## src/rtl/udc_params.svh

```systemverilog
// constants for the eight-bit up/down counter: widths, values, register map
`ifndef UDC_PARAMS_SVH
`define UDC_PARAMS_SVH

// ----------------------------------------------------------------------------
// counter value range
// ----------------------------------------------------------------------------
`define UDC_WIDTH 8
`define UDC_COUNT_ZERO 8'h00
`define UDC_COUNT_MAX 8'hff
`define UDC_COUNT_STEP 8'h01

// ----------------------------------------------------------------------------
// register port map (byte addresses, one word each)
// ----------------------------------------------------------------------------
`define UDC_ADDR_W 4
`define UDC_DATA_W 32
`define UDC_REG_CTRL 4'h0
`define UDC_REG_LOAD 4'h4
`define UDC_REG_COUNT 4'h8
`define UDC_REG_STATUS 4'hc

// ----------------------------------------------------------------------------
// field positions
// ----------------------------------------------------------------------------
`define UDC_CTRL_OVR_BIT 0
`define UDC_CTRL_SEL_LO_BIT 1
`define UDC_CTRL_SEL_HI_BIT 2
`define UDC_CTRL_PAR_BIT 3
`define UDC_CTRL_TRK_BIT 4
`define UDC_STAT_CARRY_BIT 0
`define UDC_STAT_MODE_LO_BIT 1
`define UDC_STAT_MODE_HI_BIT 2
`define UDC_STAT_WRAP_BIT 3

// ----------------------------------------------------------------------------
// reset values
// ----------------------------------------------------------------------------
`define UDC_CTRL_RST 5'h18
`define UDC_LOAD_RST 8'h00
`define UDC_RDATA_RST 32'h0000_0000

`endif

```

## src/rtl/udc_pkg.sv

```systemverilog
// types shared by the up/down counter modules
package udc_pkg;

    // ------------------------------------------------------------------------
    // function select, coded as {func_select_hi, func_select_lo}
    // ------------------------------------------------------------------------
    typedef enum logic [1:0] {
        UDC_MODE_CLEAR = 2'b00,
        UDC_MODE_DOWN  = 2'b01,
        UDC_MODE_LOAD  = 2'b10,
        UDC_MODE_UP    = 2'b11
    } udc_mode_e;

    typedef logic [7:0] udc_count_t;

endpackage

```

## src/rtl/udc_ctl_if.sv

```systemverilog
// control signals between the counter core, its decoder and its carry logic
`timescale 1ns/1ps
interface udc_ctl_if;
    import udc_pkg::*;

    logic func_select_lo;
    logic func_select_hi;
    logic parallel_count_gate_n;
    logic trickle_count_gate_n;
    udc_mode_e mode;
    logic clear_now;
    logic load_now;
    logic count_go;
    logic count_up;

    modport core (
        output func_select_lo,
        output func_select_hi,
        output parallel_count_gate_n,
        output trickle_count_gate_n,
        input mode,
        input clear_now,
        input load_now,
        input count_go,
        input count_up
    );

    modport dec (
        input func_select_lo,
        input func_select_hi,
        input parallel_count_gate_n,
        input trickle_count_gate_n,
        output mode,
        output clear_now,
        output load_now,
        output count_go,
        output count_up
    );

    modport carry (
        input mode,
        input trickle_count_gate_n,
        input parallel_count_gate_n
    );
endinterface

```

## src/rtl/udc_mode_decode.sv

```systemverilog
// decodes the function select and count gates into the counter's actions
`timescale 1ns/1ps
module udc_mode_decode
    import udc_pkg::*;
(
    udc_ctl_if.dec ctl
);

    logic gates_open;

    always_comb begin
        ctl.mode = udc_mode_e'({ctl.func_select_hi, ctl.func_select_lo});
        gates_open = ~ctl.parallel_count_gate_n & ~ctl.trickle_count_gate_n;
        ctl.clear_now = 1'b0;
        ctl.load_now = 1'b0;
        ctl.count_go = 1'b0;
        ctl.count_up = 1'b0;
        unique case (ctl.mode)
            UDC_MODE_CLEAR: begin
                ctl.clear_now = 1'b1;
            end
            UDC_MODE_DOWN: begin
                ctl.count_go = gates_open;
            end
            UDC_MODE_LOAD: begin
                ctl.load_now = 1'b1;
            end
            UDC_MODE_UP: begin
                ctl.count_go = gates_open;
                ctl.count_up = 1'b1;
            end
        endcase
    end

endmodule

```

## src/rtl/udc_carry_detect.sv

```systemverilog
// terminal count detection feeding the active-low carry out
`timescale 1ns/1ps
`include "udc_params.svh"
module udc_carry_detect
    import udc_pkg::*;
(
    udc_ctl_if.carry ctl,
    input wire udc_count_t count_i,
    output logic carry_n_o
);

    always_comb begin
        carry_n_o = 1'b1;
        if (!ctl.trickle_count_gate_n && !ctl.parallel_count_gate_n) begin
            if (ctl.mode == UDC_MODE_DOWN && count_i == `UDC_COUNT_ZERO) begin
                carry_n_o = 1'b0;
            end else if (ctl.mode == UDC_MODE_UP && count_i == `UDC_COUNT_MAX) begin
                carry_n_o = 1'b0;
            end
        end
    end

endmodule

```

## src/rtl/updown_counter_8bit.sv

```systemverilog
// eight-bit presettable up/down counter with asynchronous clear and register port
//
// Functional notes
// - all eight count flops share one rising clock edge.
// - count is 8-bit binary; up adds one, down subtracts one, wrapping.
// - selects: 00 clear, 01 count down, 10 load, 11 count up.
// - clear select forces the count to zero immediately, no clock needed.
// - load select takes the parallel data on the next rising edge.
// - count advances only with both gates low in a counting mode.
// - counting down with both count gates low, carry is low at zero.
// - counting up with both count gates low, carry is low at 255.
// - carry is high whenever either count gate is high.
// - gate changes allowed any time; only levels at the edge matter.
// - hold, load or count decided only by levels at the rising edge.
//
// The address-and-strobe port and the register addresses were left to the implementer.
`timescale 1ns/1ps
`include "udc_params.svh"
module updown_counter_8bit
    import udc_pkg::*;
(
    input wire logic core_clk_i,
    input wire logic rst_i,
    input wire logic func_select_lo_i,
    input wire logic func_select_hi_i,
    input wire logic parallel_count_gate_n_i,
    input wire logic trickle_count_gate_n_i,
    input wire logic [7:0] load_data_i,
    output logic [7:0] count_o,
    output logic terminal_carry_n_o,
    input wire logic [3:0] reg_addr_i,
    input wire logic [31:0] reg_wdata_i,
    input wire logic reg_we_i,
    input wire logic reg_re_i,
    output logic [31:0] reg_rdata_o
);

    // ------------------------------------------------------------------------
    // declarations
    // ------------------------------------------------------------------------
    udc_ctl_if ctl ();

    logic [4:0] ctrl_q;
    logic [4:0] ctrl_d;
    udc_count_t sw_load_q;
    udc_count_t sw_load_d;
    logic wrap_q;
    logic wrap_d;
    logic [31:0] rdata_q;
    logic [31:0] rdata_d;
    udc_count_t count_q;
    udc_count_t count_d;
    udc_count_t load_bits;
    logic sw_override;
    logic clear_async;
    logic carry_n;
    logic wrap_event;
    logic wrap_clear;

    // ------------------------------------------------------------------------
    // input selection: pins, or software override from the control register
    // ------------------------------------------------------------------------
    assign sw_override = ctrl_q[`UDC_CTRL_OVR_BIT];

    // load and count inputs are sampled as synchronous levels; the clear select and the carry act at once
    always_comb begin
        if (sw_override) begin
            ctl.func_select_lo = ctrl_q[`UDC_CTRL_SEL_LO_BIT];
            ctl.func_select_hi = ctrl_q[`UDC_CTRL_SEL_HI_BIT];
            ctl.parallel_count_gate_n = ctrl_q[`UDC_CTRL_PAR_BIT];
            ctl.trickle_count_gate_n = ctrl_q[`UDC_CTRL_TRK_BIT];
        end else begin
            ctl.func_select_lo = func_select_lo_i;
            ctl.func_select_hi = func_select_hi_i;
            ctl.parallel_count_gate_n = parallel_count_gate_n_i;
            ctl.trickle_count_gate_n = trickle_count_gate_n_i;
        end
    end

    genvar gi;
    generate
        for (gi = 0; gi < `UDC_WIDTH; gi++) begin : g_load_bit
            assign load_bits[gi] = sw_override ? sw_load_q[gi] : load_data_i[gi];
        end
    endgenerate

    // ------------------------------------------------------------------------
    // decode and carry
    // ------------------------------------------------------------------------
    udc_mode_decode u_decode (
        .ctl (ctl)
    );

    udc_carry_detect u_carry (
        .ctl (ctl),
        .count_i (count_q),
        .carry_n_o (carry_n)
    );

    // carry must follow the gates without a clock, so it is not registered
    assign terminal_carry_n_o = carry_n;

    // ------------------------------------------------------------------------
    // counter core
    // ------------------------------------------------------------------------
    // clear select acts as an asynchronous reset of the count flops; a
    // direct load-to-down switch must not let both selects sit low, or it clears
    assign clear_async = rst_i | ctl.clear_now;

    always_comb begin
        count_d = count_q;
        if (ctl.load_now) begin
            count_d = load_bits;
        end else if (ctl.count_go) begin
            if (ctl.count_up) begin
                count_d = count_q + `UDC_COUNT_STEP;
            end else begin
                count_d = count_q - `UDC_COUNT_STEP;
            end
        end
    end

    always_ff @(posedge core_clk_i or posedge clear_async) begin
        if (clear_async) begin
            count_q <= `UDC_COUNT_ZERO;
        end else begin
            count_q <= count_d;
        end
    end

    assign count_o = count_q;

    // ------------------------------------------------------------------------
    // wrap tracking: a count step taken while the carry is low
    // ------------------------------------------------------------------------
    assign wrap_event = ctl.count_go & ~carry_n;
    assign wrap_clear = reg_we_i & (reg_addr_i == `UDC_REG_STATUS) & reg_wdata_i[`UDC_STAT_WRAP_BIT];

    // a new wrap in the clearing cycle stays set
    always_comb begin
        wrap_d = wrap_q;
        if (wrap_clear) begin
            wrap_d = 1'b0;
        end
        if (wrap_event) begin
            wrap_d = 1'b1;
        end
    end

    // ------------------------------------------------------------------------
    // register port
    // ------------------------------------------------------------------------
    always_comb begin
        ctrl_d = ctrl_q;
        sw_load_d = sw_load_q;
        if (reg_we_i) begin
            unique case (reg_addr_i)
                `UDC_REG_CTRL: begin
                    ctrl_d = reg_wdata_i[4:0];
                end
                `UDC_REG_LOAD: begin
                    sw_load_d = reg_wdata_i[7:0];
                end
                default: begin
                end
            endcase
        end
    end

    always_comb begin
        rdata_d = `UDC_RDATA_RST;
        if (reg_re_i) begin
            unique case (reg_addr_i)
                `UDC_REG_CTRL: begin
                    rdata_d[4:0] = ctrl_q;
                end
                `UDC_REG_LOAD: begin
                    rdata_d[7:0] = sw_load_q;
                end
                `UDC_REG_COUNT: begin
                    rdata_d[7:0] = count_q;
                end
                `UDC_REG_STATUS: begin
                    rdata_d[`UDC_STAT_CARRY_BIT] = carry_n;
                    rdata_d[`UDC_STAT_MODE_HI_BIT:`UDC_STAT_MODE_LO_BIT] = ctl.mode;
                    rdata_d[`UDC_STAT_WRAP_BIT] = wrap_q;
                end
                default: begin
                end
            endcase
        end
    end

    // register state survives the clear select; only rst_i resets it
    always_ff @(posedge core_clk_i or posedge rst_i) begin
        if (rst_i) begin
            ctrl_q <= `UDC_CTRL_RST;
            sw_load_q <= `UDC_LOAD_RST;
            wrap_q <= 1'b0;
            rdata_q <= `UDC_RDATA_RST;
        end else begin
            ctrl_q <= ctrl_d;
            sw_load_q <= sw_load_d;
            wrap_q <= wrap_d;
            rdata_q <= rdata_d;
        end
    end

    assign reg_rdata_o = rdata_q;

endmodule

```

## config.mk

```make
export PLATFORM = sky130hd
export DESIGN_NAME = updown_counter_8bit
export DESIGN_NICKNAME = d
export VERILOG_FILES = /design/src/rtl/udc_pkg.sv /design/src/rtl/udc_ctl_if.sv /design/src/rtl/udc_mode_decode.sv /design/src/rtl/udc_carry_detect.sv /design/src/rtl/updown_counter_8bit.sv
export VERILOG_INCLUDE_DIRS = /design/src /design/src/rtl
export SDC_FILE = /design/constraint.sdc
export NUM_CORES = 1
export LEC_CHECK = 0
export BUFFER_PORTS_ARGS = -buffer_cell sky130_fd_sc_hd__buf_2
export CAP_MARGIN = 20
export CORE_MARGIN = 3
export CORE_UTILIZATION = 42
export CTS_BUF_LIST = sky130_fd_sc_hd__clkbuf_4 sky130_fd_sc_hd__clkbuf_8
export DETAILED_ROUTE_END_ITERATION = 8
export PLACE_DENSITY = 0.76
export SYNTH_ARGS = -nofsm -noshare
export SYNTH_HDL_FRONTEND = slang
export SYNTH_SLANG_ARGS = --single-unit
```

## constraint.sdc

```tcl
create_clock -name core_clk_i -period 1.7 [get_ports core_clk_i]
set_input_delay 0.34 -clock core_clk_i [delete_from_list [all_inputs] [get_ports core_clk_i]]
set_output_delay 0.34 -clock core_clk_i [all_outputs]
set_load 0.05 [all_outputs]
```

# Word level (Yosys, flattened, before mapping)
# Index checks and enable logic that the tools add are counted.
# W data, S select, Z words.
[totals]
out_inout_bits = 41
regBits = 30
[op_classes]
reduce_logical = 13
eq_ne = 7
mux = 28
n_addsub = 2
bitwise_logic = 8
[op_table]
columns = ["operator", "n"]
rows = [
  ["$mux W8", 4],
  ["$mux W1", 21],
  ["$pmux W4 S4", 1],
  ["$add A8 B1 Y8 const B", 1],
  ["$eq A4 B4 Y1 const B", 2],
  ["$eq A8 B8 Y1 const B", 1],
  ["$logic_not A8 Y1", 1],
  ["$sub A8 B1 Y8 const B", 1],
  ["$pmux W3 S2", 1],
  ["$and A1 B1 Y1", 4],
  ["$eq A2 B2 Y1 const B", 2],
  ["$eq A4 B3 Y1 const B", 1],
  ["$logic_not A4 Y1", 1],
  ["$reduce_and A2 Y1", 2],
  ["$reduce_bool A2 Y1", 2],
  ["$logic_and A1 B1 Y1", 3],
  ["$not A1 Y1", 3],
  ["$pmux W1 S3", 1],
  ["$eq A2 B1 Y1 const B", 1],
  ["$logic_not A1 Y1", 2],
  ["$logic_not A2 Y1", 1],
  ["$reduce_or A2 Y1", 1],
  ["$or A1 B1 Y1", 1],
]

# Longest topological paths before layout
# Gate-level depths: netlist of the first run.
[depth]
ltp_word = 9
mapped_depth = 10
depth_no_buf = 9

# By module
# A second synthesis of the first run with hierarchy kept.
[hier_totals]
cells_unflattened = 197
area_unflattened_um2 = 1984.4
[by_module_without_submodules]
columns = ["module", "cells_per_inst", "area_per_inst_um2", "instances", "seq_area_each_um2"]
rows = [
  ["updown_counter_8bit", 182, 1888.1, 1, 753.2],
  ["udc_carry_detect", 9, 51.3, 1, 0.0],
  ["udc_mode_decode", 6, 45.0, 1, 0.0],
]

# Worst setup path before layout of the first run
# Ideal clock, no wire load.
[synth_path]
path_kind = "reg2reg"
startpoint = "reg ctrl_q[0]"
endpoint = "reg count_q[7] (netlist: count_o[7])"
required_time_ps = 1578
arrival_time_ps = 2123
path_stages_with_launch = 10
path_slack_ps = -544
cell_sequence = "dfrtp_1 -> buf_6 -> o21ai_0 -> inv_1 -> ha_1 -> a211oi_1 -> o211ai_1 -> and2_1 -> mux2i_1 -> o2111a_1"
[synth_between]
elab_chain_len = 6
elab_cells_between_ends = 19
cone_classes = "eq/ne (3); mux (11); bitwise (3); reduce/logical (2)"
[synth_lines]
columns = ["item", "line", "rtl"]
rows = [
  ["start, declared", "updown_counter_8bit.sv:43", "logic [4:0] ctrl_q;"],
  ["start signal, assigned", "updown_counter_8bit.sv:197", "ctrl_q <= `UDC_CTRL_RST;"],
  ["start signal, assigned", "updown_counter_8bit.sv:202", "ctrl_q <= ctrl_d;"],
  ["$mux W1", "updown_counter_8bit.sv:67", "if (sw_override) begin"],
  ["$eq A2 B2 Y1", "udc_mode_decode.sv:18", "unique case (ctl.mode)"],
  ["$mux W1", "udc_mode_decode.sv:18", ""],
  ["$mux W8", "updown_counter_8bit.sv:115", "if (ctl.count_up) begin"],
  ["$mux W8", "updown_counter_8bit.sv:114", "end else if (ctl.count_go) begin"],
  ["$mux W8", "updown_counter_8bit.sv:112", "if (ctl.load_now) begin"],
  ["end signal, assigned", "updown_counter_8bit.sv:125", "count_q <= `UDC_COUNT_ZERO;"],
  ["end signal, assigned", "updown_counter_8bit.sv:127", "count_q <= count_d;"],
  ["end, declared", "updown_counter_8bit.sv:51", "udc_count_t count_q;"],
]
# Several ways; a longest one is shown, not always the timed one. The select of a mux whose other input is x is not followed.
# A chain may end at the register's enable or synchronous reset.

# Worst setup path after layout of the first run
[layout_path]
startpoint = "reg ctrl_q[0]"
endpoint = "out terminal_carry_n_o"
[layout_between]
elab_chain_len = 6
elab_cells_between_ends = 14
cone_classes = "eq/ne (2); mux (7); reduce/logical (5)"
[layout_lines]
columns = ["item", "line", "rtl"]
rows = [
  ["$mux W1", "updown_counter_8bit.sv:67", ""],
  ["$eq A2 B2 Y1", "udc_carry_detect.sv:17", "end else if (ctl.mode == UDC_MODE_UP && count_i == `UDC_COUNT_MAX) begin"],
  ["$logic_and A1 B1 Y1 (no source line)", "-", ""],
  ["$mux W1", "udc_carry_detect.sv:17", ""],
  ["$mux W1", "udc_carry_detect.sv:15", "if (ctl.mode == UDC_MODE_DOWN && count_i == `UDC_COUNT_ZERO) begin"],
  ["$mux W1 (*)", "udc_carry_detect.sv:14", "if (!ctl.trickle_count_gate_n && !ctl.parallel_count_gate_n) begin"],
  ["end, declared", "updown_counter_8bit.sv:30", "output logic terminal_carry_n_o,"],
]
# Mark *: on every way between the ends. The rest lies on a longest branch, timed or not.

==> results of run 1 <==
-- worst paths after layout --
check,to,slack [ns]
min reg2reg,wrap_q,0.52
max reg2reg,count_o[7],-0.30
min,ctrl_q[1],0.09
min in group core_clk_i,sw_load_q[6],0.28
max in group asynchronous,count_o[3],0.49
max,terminal_carry_n_o,-0.36
-- synthesized netlist by cell type, types with 2 or more instances --
master,n
dfrtp_1,28
mux2_2,15
inv_1,4
o21ai_0,10
a211oi_1,9
a21oi_1,14
mux2i_1,12
buf_4,24
o211ai_1,3
dfstp_2,2
nor2b_1,6
nor2_1,14
ha_1,6
nand3_1,4
buf_2,2
a22oi_1,3
and3_1,2
a21o_1,2
nor3b_1,2
nor4_1,2
buf_6,2
clkbuf_1,3
xnor2_1,3
xor2_1,2
nand2b_1,2
nand2_1,11
nand4_1,3
o21bai_1,2
-- area by class of cell --
class | count | area share
inverter | 4 | 0.00611
multi-input combinational | 164 | 0.450
sequential | 30 | 0.266
clock inverter | 1 | 0.00174
timing repair buffer | 93 | 0.217
tap | 65 | 0.0283
clock buffer | 7 | 0.0314
-- state kept, by name, summed over array words and instances, names as in the netlist --
name	cells
count_o	8
reg_rdata_o	8
sw_load_q	8
ctrl_q	5
wrap_q	1
-- layer usage --
layer	GRT usage	up-vias	routed length [µm]
met2	0.350	74	2920
met5	0	-	0
li1	-	876	-
met3	0.0367	11	308
met4	0.0942	0	140
met1	0.245	882	2430
-- logic make-up (layout without fill, tap and decap cells) --
| logic type | Yosys count | in the layout | share of synthesized area |
|---|---|---|---|
| AOI/OAI and AO/OA | 48 | 48 | 0.155 |
| and+or+nand+nor | 51 | 51 | 0.128 |
| buffers and inverters | 36 | 105 | 0.118 |
| DFF | 30 | 30 | 0.367 |
| muxes | 29 | 29 | 0.163 |
| other | 1 | 24 | 0.00183 |
| adders and majority gates | 7 | 7 | 0.0463 |
| xor gates and xnor gates | 5 | 5 | 0.0213 |
-- worst max-delay path, stage by stage, from the launching register on --
cell and delay [ns]:
dfrtp_2 0.45, buf_4 0.14, buf_4 0.14, mux2i_4 0.18, o21ba_4 0.27, o21ai_4 0.08
buf_6 0.16
-- power groups by stage --
stage               Combinational, mW  Sequential [mW]  Clock, mW
floorplan                        1.42             1.47          0
global placement                 2.54             1.14          0
detailed placement               2.60             1.15          0
CTS                              2.75             1.14      0.625
global route                     3.09             1.16      0.672
finish                           2.86             1.15      0.623
-- per-stage QoR --
step           cell area, µm²  instances  utilization  total power [mW]  worst slack [ns]
3_5_place_dp             2620        345        0.577              3.75            -0.421
3_3_place_gp             2620        345        0.577              3.68            -0.370
2_1_floorplan            2250        230            -              2.89            -0.240
5_1_grt                  2870        364        0.633              4.93            -0.402
4_1_cts                  2810        361        0.620              4.51            -0.328
6_report                 2870        364        0.633              4.63            -0.355
-- what timing repair did --
item,4_1_cts,5_1_grt
hold buffers,0,0
gates cloned,0,1
pin swaps,13,2
endpoints found under the setup margin,11,9
setup buffers,9,4
gates resized for setup,13,9
==> flow_metrics.tcl, run 1 <==
set metrics [dict create \
    outcome "finished with violations" \
    violations "setup timing" \
    p_per_area_nw_per_um2 1610 \
    drc 0 \
    first_iter_violations 108 \
    syn_area_um2 2050 \
    antenna_cells 0 \
    yosysTopAreaCell "dfrtp_1" \
    synthArstFlopShare 1.00 \
    fin_hold_ws_ns 0.0856 \
    setup_tns_ns -1.68 \
    layout.nets 357 \
    clock-sinks 30 \
    skew_ns 0.00722 \
    fin_crit_sh 1.21 \
    num_rows 24 \
    maxSlewViolCount 0 \
    cp-start-kind "flip-flop" \
    vdd_drop_max_mv 0.876 \
    swShare 0.447 \
    maxCapViolations 0 \
    synth.avg_cell_area_um2 9.92 \
    grt_pass1_vias 1866 \
    ys_types 43 \
    p_comb_frac 0.618 \
    cts-root-buf "clkbuf_8" \
    gp_congestion 0.852 \
    final_cell_mix "46 x buf_4, 43 x buf_2, 24 x conb_1" \
    cp-startpoint "ctrl_q[0]" \
    drt_pass1_iterations 4 \
    synth.area.top_cells "dfrtp_1 34%, buf_4 8.8%, mux2_2 8.2%, mux2i_1 5.8%, ha_1 3.7%" \
    final-seq-area_um2 762 \
    cts_tree "yes" \
    setup_slack_ns -0.355 \
    p_switching_mw 2.07 \
    clock_path_buffers 2 \
    num_vias 1843 \
    yosysSeqAreaShare 0.367 \
    r2r-start "ctrl_q[0]" \
    endpoint_kind "output port" \
    synth_ff_type "dfrtp_1" \
    antenna_found_initial 0 \
    die_w_um 75.9 \
    port_buffers 44 \
    io-pin-count 93 \
    initial_utilization 0.453 \
    synthToLayoutAreaGrowth_pct 39.6 \
    final_antenna_net_count 0 \
    p_int_mw 2.56 \
    coreArea_um2 4530 \
    fill_cells 358 \
    numCtsBuffers 5 \
    viasPerCell 5.06 \
    setup_viol 8 \
    hold_path_class "input pin to async pin" \
    grt_overflow 0 \
    die_y_um 75.9 \
    report.final.hold_viol_count 0 \
    grt_max_degree 23 \
    dieArea_um2 5770 \
    ys_warn_count 0 \
    ys_ff_latch 30 \
    leakage_nw 1.36 \
    crit_fanout 4 \
    synth_top_area_frac 0.341 \
    required_ns 1.36 \
    drive_above_1_share 0.512 \
    wire_per_inst_um 15.9 \
    layout_commonest_cell "buf_4" \
    grt_pass1_wl_um 9230 \
    synth_edf_count 0 \
    clock_latency_ns 0.29 \
    p_seq_frac 0.248 \
    rsz0062_at_grt "yes" \
    crit_type "flip-flop to output port" \
    dp_hpwl_um 4260 \
    rr_worst_depth 8 \
    power_frac_clock 0.135 \
    max_freq_mhz 487 \
    cts.htree.levels 2 \
    path_clk_slew_ns 0.07 \
    grtUsageTotal 0.203 \
    drt_wl_total_um 5800 \
    finalCriticalPeriod_ns 2.06 \
    postSynthCellCount 207 \
    multi_input_area_um2 1290 \
    crit_arrival_ns 1.72 \
]
No activity file was read; power rests on OpenSTA's default activity.
==> run 2, diff against run 1 <==
--- a/config.mk
+++ b/config.mk
@@ -12,7 +12,7 @@
 export CORE_UTILIZATION = 42
 export CTS_BUF_LIST = sky130_fd_sc_hd__clkbuf_4 sky130_fd_sc_hd__clkbuf_8
 export DETAILED_ROUTE_END_ITERATION = 8
-export PLACE_DENSITY = 0.76
+export PLACE_DENSITY = 0.79
 export SYNTH_ARGS = -nofsm -noshare
 export SYNTH_HDL_FRONTEND = slang
 export SYNTH_SLANG_ARGS = --single-unit
==> constraint.sdc (replaced) <==
create_clock -name core_clk_i -period 1.85 [get_ports core_clk_i]
set_input_delay 0.37 -clock core_clk_i [delete_from_list [all_inputs] [get_ports core_clk_i]]
set_output_delay 0.37 -clock core_clk_i [all_outputs]
set_load 0.05 [all_outputs]
==> run 2 against run 1 <==
Sequential share of layout area increased by 0.86 points. Non-clock buffer count shrank 13. Worst setup slack better by 0.13 ns. The run still ends with setup timing left. Via count fell by 4.1%. Die area unchanged. Utilization fell by 2.3 points. Sequential power down 7%. Register-to-register slack gained 0.08 ns. Critical path depth increased by 3. Worst hold slack improved by 0.050 ns. Routed wire length is 12% lower. First-iteration DRC count fell by 44%. Highest routed layer unchanged.
==> flow_metrics.tcl, run 2 (synthesized netlist as in run 1, its figures left out) <==
set metrics [dict create \
    outcome "finished with violations" \
    violations "setup timing" \
    finalPower_mw 4.03 \
    final_core_util 0.610 \
    coreArea_um2 4530 \
    setup_slack_ns -0.221 \
    hold_path_class "input pin to async pin" \
    antenna_cells 0 \
    first_iter_violations 61 \
    final_cell_mix "43 x buf_2, 33 x buf_4, 24 x conb_1, 24 x dfrtp_1, 15 x mux2_2" \
    max_freq_mhz 483 \
    port_buffers 44 \
    cts_tree "yes" \
    p_seq_frac 0.266 \
    required_ns 2.00 \
    cts-root-buf "clkbuf_8" \
    drt_pass1_iterations 4 \
    layout_commonest_cell "buf_2" \
    crit_arrival_ns 2.22 \
    setup_viol 5 \
    endpoint_kind "flip-flop" \
    r2r-start "ctrl_q[0]" \
    maxSlewViolCount 0 \
    report.final.hold_viol_count 0 \
    initial_utilization 0.453 \
    leakage_nw 1.29 \
    rsz0062_at_grt "yes" \
    r2r_end "count_o[5]" \
    wire_per_inst_um 14.5 \
    drc 0 \
    layout.nets 344 \
    skew_ns 0.00745 \
    grtUsageTotal 0.183 \
    fin_hold_ws_ns 0.136 \
    numCtsBuffers 5 \
    path_clk_slew_ns 0.06 \
    vdd_drop_max_mv 0.722 \
    crit_end "count_o[5]" \
    p_int_mw 2.24 \
    clock_path_buffers 2 \
    synthToLayoutAreaGrowth_pct 34.6 \
    fin_crit_sh 1.12 \
    crit_fanout 7 \
    power_frac_clock 0.136 \
    final_antenna_net_count 0 \
    antenna_found_initial 0 \
    viasPerCell 5.04 \
    die_y_um 75.9 \
    p_per_area_nw_per_um2 1460 \
    num_rows 24 \
    gp_congestion 0.817 \
    cp-start-kind "flip-flop" \
    grt_pass1_wl_um 8580 \
    place_inst 338 \
    rr_worst_depth 9 \
    num_vias 1768 \
    fin_cells 351 \
    grt_pass1_vias 1801 \
    dieArea_um2 5770 \
    io-pin-count 93 \
    p_comb_frac 0.598 \
    finalCriticalPeriod_ns 2.07 \
    clock_latency_ns 0.28 \
    swShare 0.444 \
    die_w_um 75.9 \
    r2r_slack_ns -0.22 \
    cts.htree.levels 2 \
    grt_max_degree 23 \
    maxCapViolations 0 \
    cp-startpoint "ctrl_q[0]" \
    dp_hpwl_um 3950 \
    crit_type "flip-flop to flip-flop" \
    grt_overflow 0 \
    p_switching_mw 1.79 \
    pre_cts_slack_ns -0.286 \
    drt_wl_total_um 5100 \
    fill_cells 371 \
    clock-sinks 30 \
    postCtsHoldBufs 0 \
    drive_above_1_share 0.472 \
]
run 2: metrics by stage:
stage,instance area (µm²),TNS [ns]
detailed placement,2560,-1.30
CTS,2740,-0.784
finish,2770,-0.921
global placement,2560,-1.22
global route,2770,-1.53
floorplan,2240,-0.247
run 2: cell type report:
class                      count  area (µm²)  share of cell area
clock buffer                   7        90.1              0.0326
tap                           65        81.3              0.0294
clock inverter                 1        5.00             0.00181
inverter                       4        17.5             0.00633
timing repair buffer          80         520               0.188
multi-input combinational    164        1290               0.467
sequential                    30         758               0.274
run 2: routing by layer:
layer / vias up / track usage / part of all wire
li1: 852 / - / -
met1: 849 / 0.225 / 0.43
met2: 61 / 0.318 / 0.49
met3: 6 / 0.0438 / 0.059
met4: 0 / 0.0562 / 0.012
met5: - / 0 / 0
run 2: power groups by stage:
stage | clock (mW) | sequential, mW | combinational, mW
2_1_floorplan | 0 | 1.34 | 1.30
3_3_place_gp | 0 | 1.06 | 2.17
3_5_place_dp | 0 | 1.07 | 2.23
4_1_cts | 0.560 | 1.06 | 2.37
5_1_grt | 0.590 | 1.10 | 2.62
6_report | 0.548 | 1.07 | 2.41
run 2: repair_timing:
| item | 4_1_cts | 5_1_grt |
|---|---|---|
| pin swaps | 9 | 2 |
| gates resized for setup | 15 | 3 |
| setup buffers | 3 | 2 |
| endpoints found under the setup margin | 6 | 7 |
| hold endpoints to repair | 0 | 0 |
run 2: worst min-delay path by stage:
| stage | to | slack [ns] |
|---|---|---|
| floorplan | ctrl_q[0] | 0.36 |
| finish | sw_load_q[7] | 0.14 |
| CTS | count_o[7] | 0.14 |
| global placement | sw_load_q[7] | 0.43 |
| detailed placement | count_o[7] | 0.44 |
| global route | count_o[0] | 0.15 |
run 2: critical path, stage by stage (launching register included):
cell and delay, ns:
dfrtp_2 0.47, o21ai_4 0.19, inv_4 0.11, ha_4 0.26
o211ai_1 0.23, buf_4 0.16, o21ai_1 0.07, xor2_1 0.16
a211oi_2 0.23, a21oi_1 0.06
